`config.mk`:
```
export PLATFORM = sky130hd
export DESIGN_NAME = psb_framer
export DESIGN_NICKNAME = d
export VERILOG_FILES = /design/src/inc/psb_pkg.sv /design/src/inc/psb_tmr_if.sv /design/src/hw/psb_timer.sv /design/src/hw/psb_framer.sv
export SDC_FILE = /design/constraint.sdc
export NUM_CORES = 1
export LEC_CHECK = 0
export BUFFER_PORTS_ARGS = -buffer_cell sky130_fd_sc_hd__buf_2
export CAP_MARGIN = 20
export CORE_ASPECT_RATIO = 0.5
export CORE_MARGIN = 1.5
export CORE_UTILIZATION = 58
export CTS_BUF_LIST = sky130_fd_sc_hd__clkbuf_4 sky130_fd_sc_hd__clkbuf_8 sky130_fd_sc_hd__clkbuf_16
export DETAILED_ROUTE_END_ITERATION = 16
export PLACE_DENSITY_LB_ADDON = 0.15
export SLEW_MARGIN = 20
export SYNTH_ARGS = -nofsm -noshare
export SYNTH_HDL_FRONTEND = slang
export SYNTH_SLANG_ARGS = --single-unit
```
`constraint.sdc`:
```
create_clock -name i_sys_clk -period 10.5 [get_ports i_sys_clk]
set_input_delay 1.575 -clock i_sys_clk [delete_from_list [all_inputs] [get_ports i_sys_clk]]
set_output_delay 1.575 -clock i_sys_clk [all_outputs]
set_load 0.02 [all_outputs]
```
`src/inc/psb_pkg.sv`:
```
// Constants, types and helpers for the serial block protocol framer
package psb_pkg;
  // Control and framing characters
  localparam logic [7:0] C_SOH      = 8'h01;
  localparam logic [7:0] C_STX      = 8'h02;
  localparam logic [7:0] C_ETX      = 8'h03;
  localparam logic [7:0] C_EOT      = 8'h04;
  localparam logic [7:0] C_ENQ      = 8'h05;
  localparam logic [7:0] C_ACK      = 8'h06;
  localparam logic [7:0] C_NAK      = 8'h15;
  localparam logic [7:0] C_ETB      = 8'h17;
  localparam logic [7:0] C_NORMAL   = 8'h4e;
  localparam logic [7:0] C_QUICK    = 8'h51;
  localparam logic [7:0] C_ADDR_OFS = 8'h20;
  localparam logic [7:0] C_ADDR_MIN = 8'h21;
  localparam logic [7:0] C_ADDR_MAX = 8'h7a;
  localparam logic [7:0] C_ID_ALL   = 8'hff;
  // ASCII hex digits
  localparam logic [7:0] C_ASC_0    = 8'h30;
  localparam logic [7:0] C_ASC_9    = 8'h39;
  localparam logic [7:0] C_ASC_A    = 8'h41;
  localparam logic [7:0] C_ASC_F    = 8'h46;
  localparam logic [7:0] C_HEX_TEN  = 8'h0a;
  // Header layout, zero based byte index
  localparam logic [4:0] HDR_ETB_IDX = 5'h0f;
  localparam logic [4:0] HDR_LRC_IDX = 5'h10;
  localparam int unsigned HDR_SUM_LO = 1;
  localparam int unsigned HDR_SUM_HI = 14;
  // Blocks and memory types
  localparam logic [8:0] BLK_MAX      = 9'h100;
  localparam logic [3:0] QRSP_LEN     = 4'h8;
  localparam logic [6:0] MT_PLAIN_MAX = 7'h09;
  localparam logic [6:0] MT_BIT_MIN   = 7'h0d;
  localparam logic [6:0] MT_BIT_MAX   = 7'h16;
  // Timing
  localparam int unsigned CLK_PERIOD_NS  = 10;
  localparam int unsigned MS_IN_NS       = 1000000;
  localparam int unsigned CYC_PER_MS     = MS_IN_NS / CLK_PERIOD_NS;
  localparam int unsigned T_CHAR_WAIT_MS = 800;
  localparam int unsigned T_BLK_WAIT_MS  = 20000;
  localparam int unsigned T_REPLY_MS     = 800;
  localparam int unsigned BO_300_ID0_MS  = 300;
  localparam int unsigned BO_300_ID1_MS  = 440;
  localparam int unsigned BO_600_ID0_MS  = 140;
  localparam int unsigned BO_600_ID1_MS  = 220;
  localparam int unsigned BO_HI_ID0_MS   = 80;
  localparam int unsigned BO_HI_ID1_MS   = 120;

  typedef enum logic [1:0] {RATE_300, RATE_600, RATE_HI} psb_rate_t;

  function automatic logic [4:0] psb_hex_nib(input logic [7:0] c);
    if (c >= C_ASC_0 && c <= C_ASC_9) return {1'b1, 4'(c - C_ASC_0)};
    if (c >= C_ASC_A && c <= C_ASC_F)
      return {1'b1, 4'(c - C_ASC_A + C_HEX_TEN)};
    return 5'h00;
  endfunction

  // Bit 8 flags two valid digits
  function automatic logic [8:0] psb_hex_byte(input logic [7:0] hi,
                                              input logic [7:0] lo);
    logic [4:0] h;
    logic [4:0] l;
    h = psb_hex_nib(hi);
    l = psb_hex_nib(lo);
    return {h[4] & l[4], h[3:0], l[3:0]};
  endfunction

  function automatic logic [15:0] psb_backoff_ms(input psb_rate_t rate,
                                                 input logic idb);
    unique case (rate)
      RATE_300: return idb ? 16'(BO_300_ID1_MS) : 16'(BO_300_ID0_MS);
      RATE_600: return idb ? 16'(BO_600_ID1_MS) : 16'(BO_600_ID0_MS);
      default:  return idb ? 16'(BO_HI_ID1_MS) : 16'(BO_HI_ID0_MS);
    endcase
  endfunction
endpackage

```
`src/inc/psb_tmr_if.sv`:
```
// Millisecond wait timer link between framer and timer
`timescale 1ns/10ps
`default_nettype none
interface psb_tmr_if;
  logic        start;
  logic [15:0] ms;
  logic        expired;
  modport ctl (output start, output ms, input expired);
  modport tmr (input start, input ms, output expired);
endinterface
`default_nettype wire

```
`src/hw/psb_timer.sv`:
```
// Restartable millisecond wait timer
`timescale 1ns/10ps
`default_nettype none
module psb_timer
  import psb_pkg::*;
#(
  parameter int unsigned CYC_PER_MS_P = CYC_PER_MS
) (
  // Clock and reset
  input  wire logic i_sys_clk,
  input  wire logic i_resetn,
  // Control
  psb_tmr_if.tmr    tm
);
  localparam int unsigned PW = (CYC_PER_MS_P > 2) ? $clog2(CYC_PER_MS_P) : 1;
  localparam logic [PW-1:0] PRE_END = PW'(CYC_PER_MS_P - 1);

  if (CYC_PER_MS_P < 2) begin : g_bad
    $error("CYC_PER_MS_P must be at least 2");
  end

  logic [PW-1:0] pre_r;
  logic [PW-1:0] pre_nxt;
  logic [15:0]   ms_r;
  logic [15:0]   ms_nxt;
  logic          run_r;
  logic          run_nxt;
  logic          exp_r;
  logic          exp_nxt;

  // A restart always wins, so stale expiry never leaks into a new wait
  always_comb begin
    pre_nxt = pre_r;
    ms_nxt  = ms_r;
    run_nxt = run_r;
    exp_nxt = exp_r;
    if (tm.start) begin
      pre_nxt = '0;
      ms_nxt  = tm.ms;
      run_nxt = 1'b1;
      exp_nxt = 1'b0;
    end else if (run_r) begin
      if (ms_r == 16'h0000) begin
        run_nxt = 1'b0;
        exp_nxt = 1'b1;
      end else if (pre_r == PRE_END) begin
        pre_nxt = '0;
        ms_nxt  = ms_r - 16'h0001;
      end else begin
        pre_nxt = pre_r + PW'(1);
      end
    end
  end

  always_ff @(posedge i_sys_clk or negedge i_resetn) begin
    if (!i_resetn) begin
      pre_r <= '0;
      ms_r  <= 16'h0000;
      run_r <= 1'b0;
      exp_r <= 1'b0;
    end else begin
      pre_r <= pre_nxt;
      ms_r  <= ms_nxt;
      run_r <= run_nxt;
      exp_r <= exp_nxt;
    end
  end

  assign tm.expired = exp_r;
endmodule
`default_nettype wire

```
`src/hw/psb_framer.sv`:
```
// Responder side framer and handshake engine for the serial block link
//
// What this block does
// - Header is 17 bytes: SOH first, ETB at 16, check byte at 17.
// - Header check byte is XOR of bytes 2 to 15, recomputed and compared.
// - Data blocks move only after header ACK, direction from the header.
// - Up to 256 bytes is one block; longer splits into full 256 blocks, then any remainder.
// - Block starts with STX, ends ETB or ETX on last, then check byte.
// - Block holds 1 to 256 characters; check byte is their XOR.
// - Sender of final block sends EOT after that block is acknowledged.
// - Master always ends each transaction with its own EOT; in peer mode this block ends a read at its own EOT, without waiting.
// - Any exchange that cannot complete is aborted by sending EOT.
// - Unanswered peer enquiry is a collision; back off listening, then retry.
// - Back-off set by own ID bit and line rate, 80 to 440 ms.
// - Address character is slave ID plus 20h, valid 21h to 7Ah.
// - Slave answers normal enquiry with N, address, then ACK or NAK.
// - Slave quick reply: Q, address, four data, their XOR, ACK.
// - Bit set, clear and toggle memory types accept writes only.
// - Numeric header fields travel as ASCII coded hex digits.
// - Header byte 4 gives direction, 30h read, 38h write.
// - A link timeout from header wait onward aborts the exchange and sends EOT.
// - No retransmission once EOT has been received.
`timescale 1ns/10ps
`default_nettype none
module psb_framer
  import psb_pkg::*;
#(
  parameter int unsigned CYC_PER_MS_P = CYC_PER_MS
) (
  // Clock and reset
  input  wire logic        i_sys_clk,
  input  wire logic        i_resetn,
  // Station configuration
  input  wire logic        i_peer_mode,
  input  wire logic [7:0]  i_station_id,
  input  wire logic [1:0]  i_rate_sel,
  input  wire logic        i_refuse,
  input  wire logic        i_enq_req,
  input  wire logic [31:0] i_quick_data,
  // Character receiver
  input  wire logic        i_rx_valid,
  input  wire logic [7:0]  i_rx_data,
  // Character transmitter
  output logic             o_tx_valid,
  output logic [7:0]       o_tx_data,
  input  wire logic        i_tx_ready,
  // Read data source
  input  wire logic [7:0]  i_rd_data,
  output logic             o_rd_take,
  // Write data sink
  output logic             o_wr_valid,
  output logic [7:0]       o_wr_data,
  // Transfer status
  output logic             o_hdr_valid,
  output logic             o_hdr_write,
  output logic [6:0]       o_hdr_mtype,
  output logic [15:0]      o_hdr_addr,
  output logic             o_busy,
  output logic             o_done,
  output logic             o_abort,
  output logic             o_enq_grant
);
  typedef enum logic [4:0] {
    S_IDLE, S_ADDR, S_ENQ3, S_TX, S_SOH, S_HDR, S_STX, S_DATA, S_DTERM,
    S_DLRC, S_RD_STX, S_RD_DATA, S_RD_ACK, S_EOT, S_ENQ_WAIT, S_BACKOFF
  } psb_state_t;

  typedef struct packed {
    psb_state_t       st;
    psb_state_t       ret;
    logic [7:0][7:0]  qbuf;
    logic [3:0]       qlen;
    logic [3:0]       qidx;
    logic [16:0][7:0] hdr;
    logic [4:0]       hcnt;
    logic             is_q;
    logic             wr;
    logic [7:0]       blk_left;
    logic [7:0]       last_cnt;
    logic [8:0]       blen;
    logic [8:0]       bcnt;
    logic             last_blk;
    logic [7:0]       lrc;
    logic [2:0]       bo_idx;
    logic             tx_v;
    logic [7:0]       tx_d;
    logic             rd_take;
    logic             wr_v;
    logic [7:0]       wr_d;
    logic             hdr_v;
    logic [6:0]       mtype;
    logic [15:0]      addr;
    logic             busy;
    logic             done;
    logic             abort;
    logic             grant;
  } psb_regs_t;

  localparam psb_regs_t REGS_RST = '0;

  psb_regs_t r;
  psb_regs_t n;

  // Queue up to eight characters for the transmit walker
  function automatic psb_regs_t q_send(input psb_regs_t x,
                                       input logic [3:0] len,
                                       input psb_state_t ret);
    x.qlen = len;
    x.qidx = 4'h0;
    x.ret  = ret;
    x.st   = S_TX;
    return x;
  endfunction

  function automatic psb_regs_t q_abort(input psb_regs_t x);
    x.qbuf[0] = C_EOT;
    x         = q_send(x, 4'h1, S_IDLE);
    x.abort   = 1'b1;
    return x;
  endfunction

  function automatic psb_regs_t blk_start(input psb_regs_t x);
    if (x.blk_left != 8'h00) begin
      x.blen     = BLK_MAX;
      x.blk_left = x.blk_left - 8'h01;
      x.last_blk = (x.blk_left == 8'h00) && (x.last_cnt == 8'h00);
    end else begin
      x.blen     = {1'b0, x.last_cnt};
      x.last_blk = 1'b1;
    end
    x.bcnt = x.blen;
    x.lrc  = 8'h00;
    return x;
  endfunction

  // Header decode
  logic [7:0] my_addr;
  logic       addr_ok;
  logic [7:0] q_lrc;
  logic [7:0] h_lrc;
  logic [8:0] tid_h;
  logic [8:0] mt_h;
  logic [8:0] ah_h;
  logic [8:0] al_h;
  logic [8:0] nb_h;
  logic [8:0] nl_h;
  logic [8:0] sid_h;
  logic       id_ok;
  logic       mt_ok;
  logic       hdr_ok;

  assign my_addr = i_station_id + C_ADDR_OFS;
  assign addr_ok = my_addr >= C_ADDR_MIN && my_addr <= C_ADDR_MAX;
  assign q_lrc   = i_quick_data[31:24] ^ i_quick_data[23:16] ^
                   i_quick_data[15:8] ^ i_quick_data[7:0];

  always_comb begin
    h_lrc = 8'h00;
    for (int i = HDR_SUM_LO; i <= HDR_SUM_HI; i++) begin
      h_lrc = h_lrc ^ r.hdr[i];
    end
    tid_h = psb_hex_byte(r.hdr[1], r.hdr[2]);
    mt_h  = psb_hex_byte(r.hdr[3], r.hdr[4]);
    ah_h  = psb_hex_byte(r.hdr[5], r.hdr[6]);
    al_h  = psb_hex_byte(r.hdr[7], r.hdr[8]);
    nb_h  = psb_hex_byte(r.hdr[9], r.hdr[10]);
    nl_h  = psb_hex_byte(r.hdr[11], r.hdr[12]);
    sid_h = psb_hex_byte(r.hdr[13], r.hdr[14]);
    id_ok = tid_h[7:0] == i_station_id ||
            (i_peer_mode && tid_h[7:0] == C_ID_ALL);
    // Bit functions only exist in the write half of the type space
    mt_ok = mt_h[6:0] <= MT_PLAIN_MAX ||
            (mt_h[7] && mt_h[6:0] >= MT_BIT_MIN &&
             mt_h[6:0] <= MT_BIT_MAX);
    hdr_ok = tid_h[8] && mt_h[8] && ah_h[8] && al_h[8] && nb_h[8] &&
             nl_h[8] && sid_h[8] && id_ok && mt_ok &&
             (nb_h[7:0] != 8'h00 || nl_h[7:0] != 8'h00) &&
             r.hdr[HDR_ETB_IDX] == C_ETB && i_rx_data == h_lrc;
  end

  // Wait timer
  psb_tmr_if u_tif();

  psb_timer #(
    .CYC_PER_MS_P (CYC_PER_MS_P)
  ) u_tmr (
    .i_sys_clk (i_sys_clk),
    .i_resetn  (i_resetn),
    .tm        (u_tif)
  );

  // Line noise must not stretch a back-off, so it restarts on entry only
  assign u_tif.start = (n.st != r.st) ||
                       (i_rx_valid && r.st != S_BACKOFF);
  always_comb begin
    unique case (n.st)
      S_ENQ_WAIT: u_tif.ms = 16'(T_REPLY_MS);
      S_BACKOFF:  u_tif.ms = psb_backoff_ms(psb_rate_t'(i_rate_sel),
                                            i_station_id[n.bo_idx]);
      S_STX, S_DATA, S_DTERM, S_DLRC, S_RD_ACK:
                  u_tif.ms = 16'(T_BLK_WAIT_MS);
      default:    u_tif.ms = 16'(T_CHAR_WAIT_MS);
    endcase
  end

  logic rx_eot;
  logic tmo;
  assign rx_eot = i_rx_valid && i_rx_data == C_EOT;
  assign tmo    = u_tif.expired;

  always_comb begin
    n         = r;
    n.rd_take = 1'b0;
    n.wr_v    = 1'b0;
    n.hdr_v   = 1'b0;
    n.done    = 1'b0;
    n.abort   = 1'b0;
    n.grant   = 1'b0;
    if (r.tx_v && i_tx_ready) n.tx_v = 1'b0;
    unique case (r.st)
      S_IDLE: begin
        if (i_rx_valid) begin
          if (i_peer_mode) begin
            if (i_rx_data == C_ENQ) begin
              n.qbuf[0] = C_ACK;
              n = q_send(n, 4'h1, S_SOH);
            end
          end else if (i_rx_data == C_NORMAL || i_rx_data == C_QUICK) begin
            n.is_q = i_rx_data == C_QUICK;
            n.st   = S_ADDR;
          end
        end else if (i_peer_mode && i_enq_req) begin
          n.qbuf[0] = C_ENQ;
          n = q_send(n, 4'h1, S_ENQ_WAIT);
        end
      end
      S_ADDR: if (i_rx_valid) begin
        n.st = (i_rx_data == my_addr && addr_ok) ? S_ENQ3 : S_IDLE;
      end
      S_ENQ3: if (i_rx_valid) begin
        if (i_rx_data != C_ENQ) begin
          n.st = S_IDLE;
        end else if (r.is_q) begin
          n.qbuf[0] = C_QUICK;
          n.qbuf[1] = my_addr;
          n.qbuf[2] = i_quick_data[31:24];
          n.qbuf[3] = i_quick_data[23:16];
          n.qbuf[4] = i_quick_data[15:8];
          n.qbuf[5] = i_quick_data[7:0];
          n.qbuf[6] = q_lrc;
          n.qbuf[7] = C_ACK;
          n = q_send(n, QRSP_LEN, S_EOT);
        end else begin
          n.qbuf[0] = C_NORMAL;
          n.qbuf[1] = my_addr;
          n.qbuf[2] = i_refuse ? C_NAK : C_ACK;
          n = q_send(n, 4'h3, i_refuse ? S_IDLE : S_SOH);
        end
      end
      S_TX: if (!r.tx_v) begin
        if (r.qidx < r.qlen) begin
          n.tx_v = 1'b1;
          n.tx_d = r.qbuf[r.qidx[2:0]];
          n.qidx = r.qidx + 4'h1;
        end else begin
          n.st = r.ret;
        end
      end
      S_SOH: begin
        if (rx_eot) begin
          n.st    = S_IDLE;
          n.abort = 1'b1;
        end else if (i_rx_valid && i_rx_data == C_SOH) begin
          n.hdr[0] = i_rx_data;
          n.hcnt   = 5'h01;
          n.st     = S_HDR;
        end else if (tmo) begin
          n = q_abort(n);
        end
      end
      S_HDR: begin
        if (i_rx_valid) begin
          n.hdr[r.hcnt] = i_rx_data;
          n.hcnt        = r.hcnt + 5'h01;
          if (r.hcnt == HDR_LRC_IDX) begin
            if (hdr_ok) begin
              n.hdr_v    = 1'b1;
              n.wr       = mt_h[7];
              n.mtype    = mt_h[6:0];
              n.addr     = {ah_h[7:0], al_h[7:0]};
              n.blk_left = nb_h[7:0];
              n.last_cnt = nl_h[7:0];
              n = blk_start(n);
              n.qbuf[0] = C_ACK;
              n = q_send(n, 4'h1, mt_h[7] ? S_STX : S_RD_STX);
            end else begin
              n.qbuf[0] = C_NAK;
              n = q_send(n, 4'h1, S_SOH);
            end
          end
        end else if (tmo) begin
          n = q_abort(n);
        end
      end
      S_STX: begin
        if (rx_eot) begin
          n.st    = S_IDLE;
          n.abort = 1'b1;
        end else if (i_rx_valid && i_rx_data == C_STX) begin
          n.st = S_DATA;
        end else if (tmo) begin
          n = q_abort(n);
        end
      end
      S_DATA: begin
        if (i_rx_valid) begin
          n.wr_v = 1'b1;
          n.wr_d = i_rx_data;
          n.lrc  = r.lrc ^ i_rx_data;
          n.bcnt = r.bcnt - 9'h001;
          if (r.bcnt == 9'h001) n.st = S_DTERM;
        end else if (tmo) begin
          n = q_abort(n);
        end
      end
      S_DTERM: begin
        if (i_rx_valid) begin
          if (i_rx_data == (r.last_blk ? C_ETX : C_ETB)) n.st = S_DLRC;
          else n = q_abort(n);
        end else if (tmo) begin
          n = q_abort(n);
        end
      end
      S_DLRC: begin
        if (i_rx_valid) begin
          if (i_rx_data == r.lrc) begin
            if (!r.last_blk) n = blk_start(n);
            n.qbuf[0] = C_ACK;
            n = q_send(n, 4'h1, r.last_blk ? S_EOT : S_STX);
          end else begin
            // Rejected bytes already left on the sink; retry rewrites them
            n.bcnt    = r.blen;
            n.lrc     = 8'h00;
            n.qbuf[0] = C_NAK;
            n = q_send(n, 4'h1, S_STX);
          end
        end else if (tmo) begin
          n = q_abort(n);
        end
      end
      S_RD_STX: begin
        n.qbuf[0] = C_STX;
        n = q_send(n, 4'h1, S_RD_DATA);
      end
      S_RD_DATA: if (!r.tx_v) begin
        if (r.bcnt != 9'h000) begin
          n.tx_v    = 1'b1;
          n.tx_d    = i_rd_data;
          n.rd_take = 1'b1;
          n.lrc     = r.lrc ^ i_rd_data;
          n.bcnt    = r.bcnt - 9'h001;
        end else begin
          n.qbuf[0] = r.last_blk ? C_ETX : C_ETB;
          n.qbuf[1] = r.lrc;
          n = q_send(n, 4'h2, S_RD_ACK);
        end
      end
      S_RD_ACK: begin
        if (rx_eot) begin
          n.st    = S_IDLE;
          n.abort = 1'b1;
        end else if (i_rx_valid && i_rx_data == C_ACK) begin
          if (r.last_blk) begin
            n.qbuf[0] = C_EOT;
            n.done    = i_peer_mode;
            n = q_send(n, 4'h1, i_peer_mode ? S_IDLE : S_EOT);
          end else begin
            n    = blk_start(n);
            n.st = S_RD_STX;
          end
        end else if (i_rx_valid || tmo) begin
          // The source is consumed, so a refused block cannot be resent
          n = q_abort(n);
        end
      end
      S_EOT: begin
        if (rx_eot) begin
          n.st   = S_IDLE;
          n.done = 1'b1;
        end else if (tmo) begin
          n = q_abort(n);
        end
      end
      S_ENQ_WAIT: begin
        if (i_rx_valid && i_rx_data == C_ACK) begin
          n.grant = 1'b1;
          n.st    = S_IDLE;
        end else if (i_rx_valid || tmo) begin
          n.bo_idx = r.bo_idx + 3'h1;
          n.st     = S_BACKOFF;
        end
      end
      S_BACKOFF: begin
        if (i_rx_valid && i_rx_data == C_ENQ) begin
          n.qbuf[0] = C_ACK;
          n = q_send(n, 4'h1, S_SOH);
        end else if (tmo) begin
          n.qbuf[0] = C_ENQ;
          n = q_send(n, 4'h1, S_ENQ_WAIT);
        end
      end
      default: n.st = S_IDLE;
    endcase
    n.busy = n.st != S_IDLE;
  end

  always_ff @(posedge i_sys_clk or negedge i_resetn) begin
    if (!i_resetn) r <= REGS_RST;
    else r <= n;
  end

  assign o_tx_valid  = r.tx_v;
  assign o_tx_data   = r.tx_d;
  assign o_rd_take   = r.rd_take;
  assign o_wr_valid  = r.wr_v;
  assign o_wr_data   = r.wr_d;
  assign o_hdr_valid = r.hdr_v;
  assign o_hdr_write = r.wr;
  assign o_hdr_mtype = r.mtype;
  assign o_hdr_addr  = r.addr;
  assign o_busy      = r.busy;
  assign o_done      = r.done;
  assign o_abort     = r.abort;
  assign o_enq_grant = r.grant;
endmodule
`default_nettype wire

```
==> impl_metrics.csv <==
group,metric,value,unit
yosys,ys_seq_elements,330,
power,p_leak,10.0,nW
worst_setup_path,path_cells,"buf_2 -> buf_4 -> or3b_2 -> nor3_1 -> a211oi_1 -> a2111oi_0 -> o211a_1 -> xnor2_1 -> a211oi_1 -> o21ai_2 -> a21oi_1",
grt,grt_max_degree,153,
layout,syn_to_final_growth,8.03,%
worst_setup_path,reg2reg_from,"r[181]",
power,irDropWorstVdd,0.163,mV
run,maxCapViolCount,0,
yosys,synth.area.top_cells,"dfrtp_1, mux2_2, xnor2_1",
sta,setup_tns,0,ps
cts,ctsRootBufferMaster,"clkbuf_16",
grt,grt_pass1_vias,17500,
grt,antenna_found_initial,0,
worst_setup_path,worst_path_largest_cell_delay,870,ps
cts,clock_path_buffers,3,
layout,drive_gt1_frac,0.170,
worst_setup_path,cp-end-kind,"flop",
worst_setup_path,critPathMostFrequentCell,"a211oi_1",
cts,htree_levels,1,
yosys,yosys_warnings,0,
yosys,synthArstFlopShare,1.00,
yosys,synth_cell_type_count,91,
hold_path,hold_class,"reg2reg",
yosys,synth_top_area_share,0.382,
layout,diodes,0,
detailed_routing,ant_nets,0,
die,boundaryPins,113,
yosys,synth_top_cell_by_area,"dfrtp_1",
sta,finClkSkew,18.6,ps
hold_path,worstHoldStart,"r[242]",
sta,fin_crit_sh,0.519,
layout,fin_nets,2446,
worst_setup_path,reg2reg_depth,13,
die,core,36300,sq um
yosys,syn_avg_cell_area,9.37,sq um
cts,clk_latency,600,ps
detailed_routing,drc,0,
detailed_routing,initialDrtViolationCount,1832,
sta,fin_hold_ws,486,ps
worst_setup_path,r2r_setup_slack,5420,ps
die,num_rows,49,
cts,cts_tree,"done",
yosys,synth_edf_count,0,
outcome,status,"complete, no violations",
die,start_util,0.595,
hold_path,worstHoldEndpoint,"r[242]",
detailed_routing,routedWlPerCell,23.0,microns
yosys,synth_area,21600,sq um
yosys,yosysMostFrequentCell,"dfrtp_1",
power,power.clock.fraction,0.275,
cts,path_clk_slew,70,ps
power,combPwrFrac,0.321,
sta,fmax,184,MHz
cts,hold_buffers,0,
sta,relSlewSlack,0.280,
power,switching_share,0.369,
placement,dp_hpwl,46700,microns
yosys,synthTopCellsByCount,"dfrtp_1, nand2_1, nor2_1",
power,p_sw,0.00159,W
worst_setup_path,worstPathArrival,5970,ps
worst_setup_path,rr_endpoint,"r[85]",
power,p_total,0.00430,W
power,pwr-share-seq,0.403,
sta,worst_pin_slew,1070,ps
sta,drv_slew,0,
yosys,ys_seq_area_frac,0.382,
die,die-area,38500,sq um
grt,grt_pass1_wl,102000,microns
placement,place_inst,2774,
yosys,synth_nets,2429,
cts,cts_resized,0,
worst_setup_path,worstPathMaxFanout,38,
worst_setup_path,worst-setup-path-type,"in2reg",
worst_setup_path,slowest_stage,"a2111oi_0",
cts,cts.sinks,330,
sta,grt_setup_unrepaired,"no",
die,dieHeight,139,microns
detailed_routing,viasPerCell,6.45,
yosys,ys.flop_type,"dfrtp_1",
yosys,syn_inst,2305,
worst_setup_path,startpoint_type,"input port",
hold_path,whs_path_depth,1,
grt,grt_overflow,0,
power,internal_power,0.00271,W
layout,layout.cells.non_filler,2827,
sta,finalHoldViolations,0,
detailed_routing,firstDrtPassIters,6,
cts,cts_setup_buffers,0,
grt,grt_usage,0.340,
sta,setup_viol,0,
placement,gp_congestion,1.05,
worst_setup_path,cp_data_required_time,11020,ps
detailed_routing,vias,18200,
detailed_routing,totalWireLength,65000,microns
die,fp.dieW,276,microns
sta,fin_crit,5450,ps
placement,port_buffers,112,
cts,numCtsBuffers,30,
power,power.density,184,nW/um^2
==> worst max-delay path, delay by kind of cell <==
| kind | cells | cell delay [ps] |
|---|---|---|
| buf+inv | 2 | 490 |
| simple gates | 2 | 950 |
| compound gates | 6 | 2730 |
| xor+xnor | 1 | 190 |
==> routing by layer <==
layer  GRT usage  part of all wire  wire, microns  vias to the layer above
li1            -                 -              -                     8363
met1       0.497              0.46          29800                     9007
met2       0.523              0.44          28700                      712
met3      0.0494             0.067           4360                      144
met4       0.102             0.032           2090                        0
met5           0                 0              0                        -
==> per-stage QoR <==
stage	cell area (sq um)	util	worst slack [ps]
2_1_floorplan	21600	-	5950
6_report	23300	0.643	5050
3_3_place_gp	22300	0.614	4570
4_1_cts	23300	0.642	5210
3_5_place_dp	22300	0.614	4620
5_1_grt	23300	0.643	4860
==> power by group through the flow <==
stage	Clock (W)	Sequential, W	Combinational [W]
after global placement	0	0.00174	0.00133
after CTS	0.00120	0.00173	0.00136
after detailed placement	0	0.00175	0.00135
after global routing	0.00124	0.00177	0.00151
after floorplan	0	0.00167	0.00106
final	0.00118	0.00173	0.00138
==> area by class of cell <==
cell class / instances / area [sq um]
clock inverter: 17 / 211
fill: 3036 / 13000
multi-input combinational: 1685 / 12100
tap: 484 / 606
clock buffer: 36 / 827
inverter: 132 / 495
sequential: 330 / 8260
timing repair buffer: 143 / 816
==> flip-flops by register name, indices dropped and copies added (netlist names) <==
signal            cells
r                   247
u_tmr.pre_r          17
o_hdr_addr           16
u_tmr.ms_r           16
o_tx_data             8
o_wr_data             8
o_hdr_mtype           7
o_abort               1
o_busy                1
o_done                1
o_enq_grant           1
o_hdr_valid           1
o_hdr_write           1
o_rd_take             1
o_tx_valid            1
o_wr_valid            1
u_tmr.run_r           1
u_tmr.tm.expired      1
==> placed cells by master, fill, tap and decap left out, types with 30 or more instances in the layout <==
cell type	n
dfrtp_1	330
nand2_1	172
nor2_1	169
mux2_2	141
inv_1	132
xnor2_1	130
a21oi_1	124
o21ai_0	123
buf_2	111
nand3_1	68
ha_1	59
nor3_1	51
o22ai_1	44
a31oi_1	37
nand4_1	33
nor4_1	31
clkbuf_16	30
buf_4	30
==> how the worst max path moves through the flow <==
stage	end	slack (ps)	from
finish	u_tmr.pre_r[13]	5050	i_rx_data[2]
global route	r[59]	4860	i_rx_data[0]
CTS	u_tmr.pre_r[13]	5210	i_rx_data[2]
detailed placement	u_tmr.pre_r[16]	4620	i_rx_data[2]
global placement	u_tmr.pre_r[13]	4570	i_rx_data[2]
floorplan	u_tmr.pre_r[10]	5950	i_rx_data[0]
==> logic make-up (layout without fill, tap and decap cells) <==
kind of cell | count (synthesis) | count (layout) | synth area share
and+or+nand+nor | 723 | 723 | 0.175
buffers and inverters | 290 | 328 | 0.0581
adders and majority gates | 59 | 59 | 0.0342
muxes | 177 | 177 | 0.0972
xor gates and xnor gates | 175 | 175 | 0.0844
AOI/OAI and AO/OA | 551 | 551 | 0.169
DFF | 330 | 330 | 0.382
Note: power is estimated with default switching activity, not from simulation.
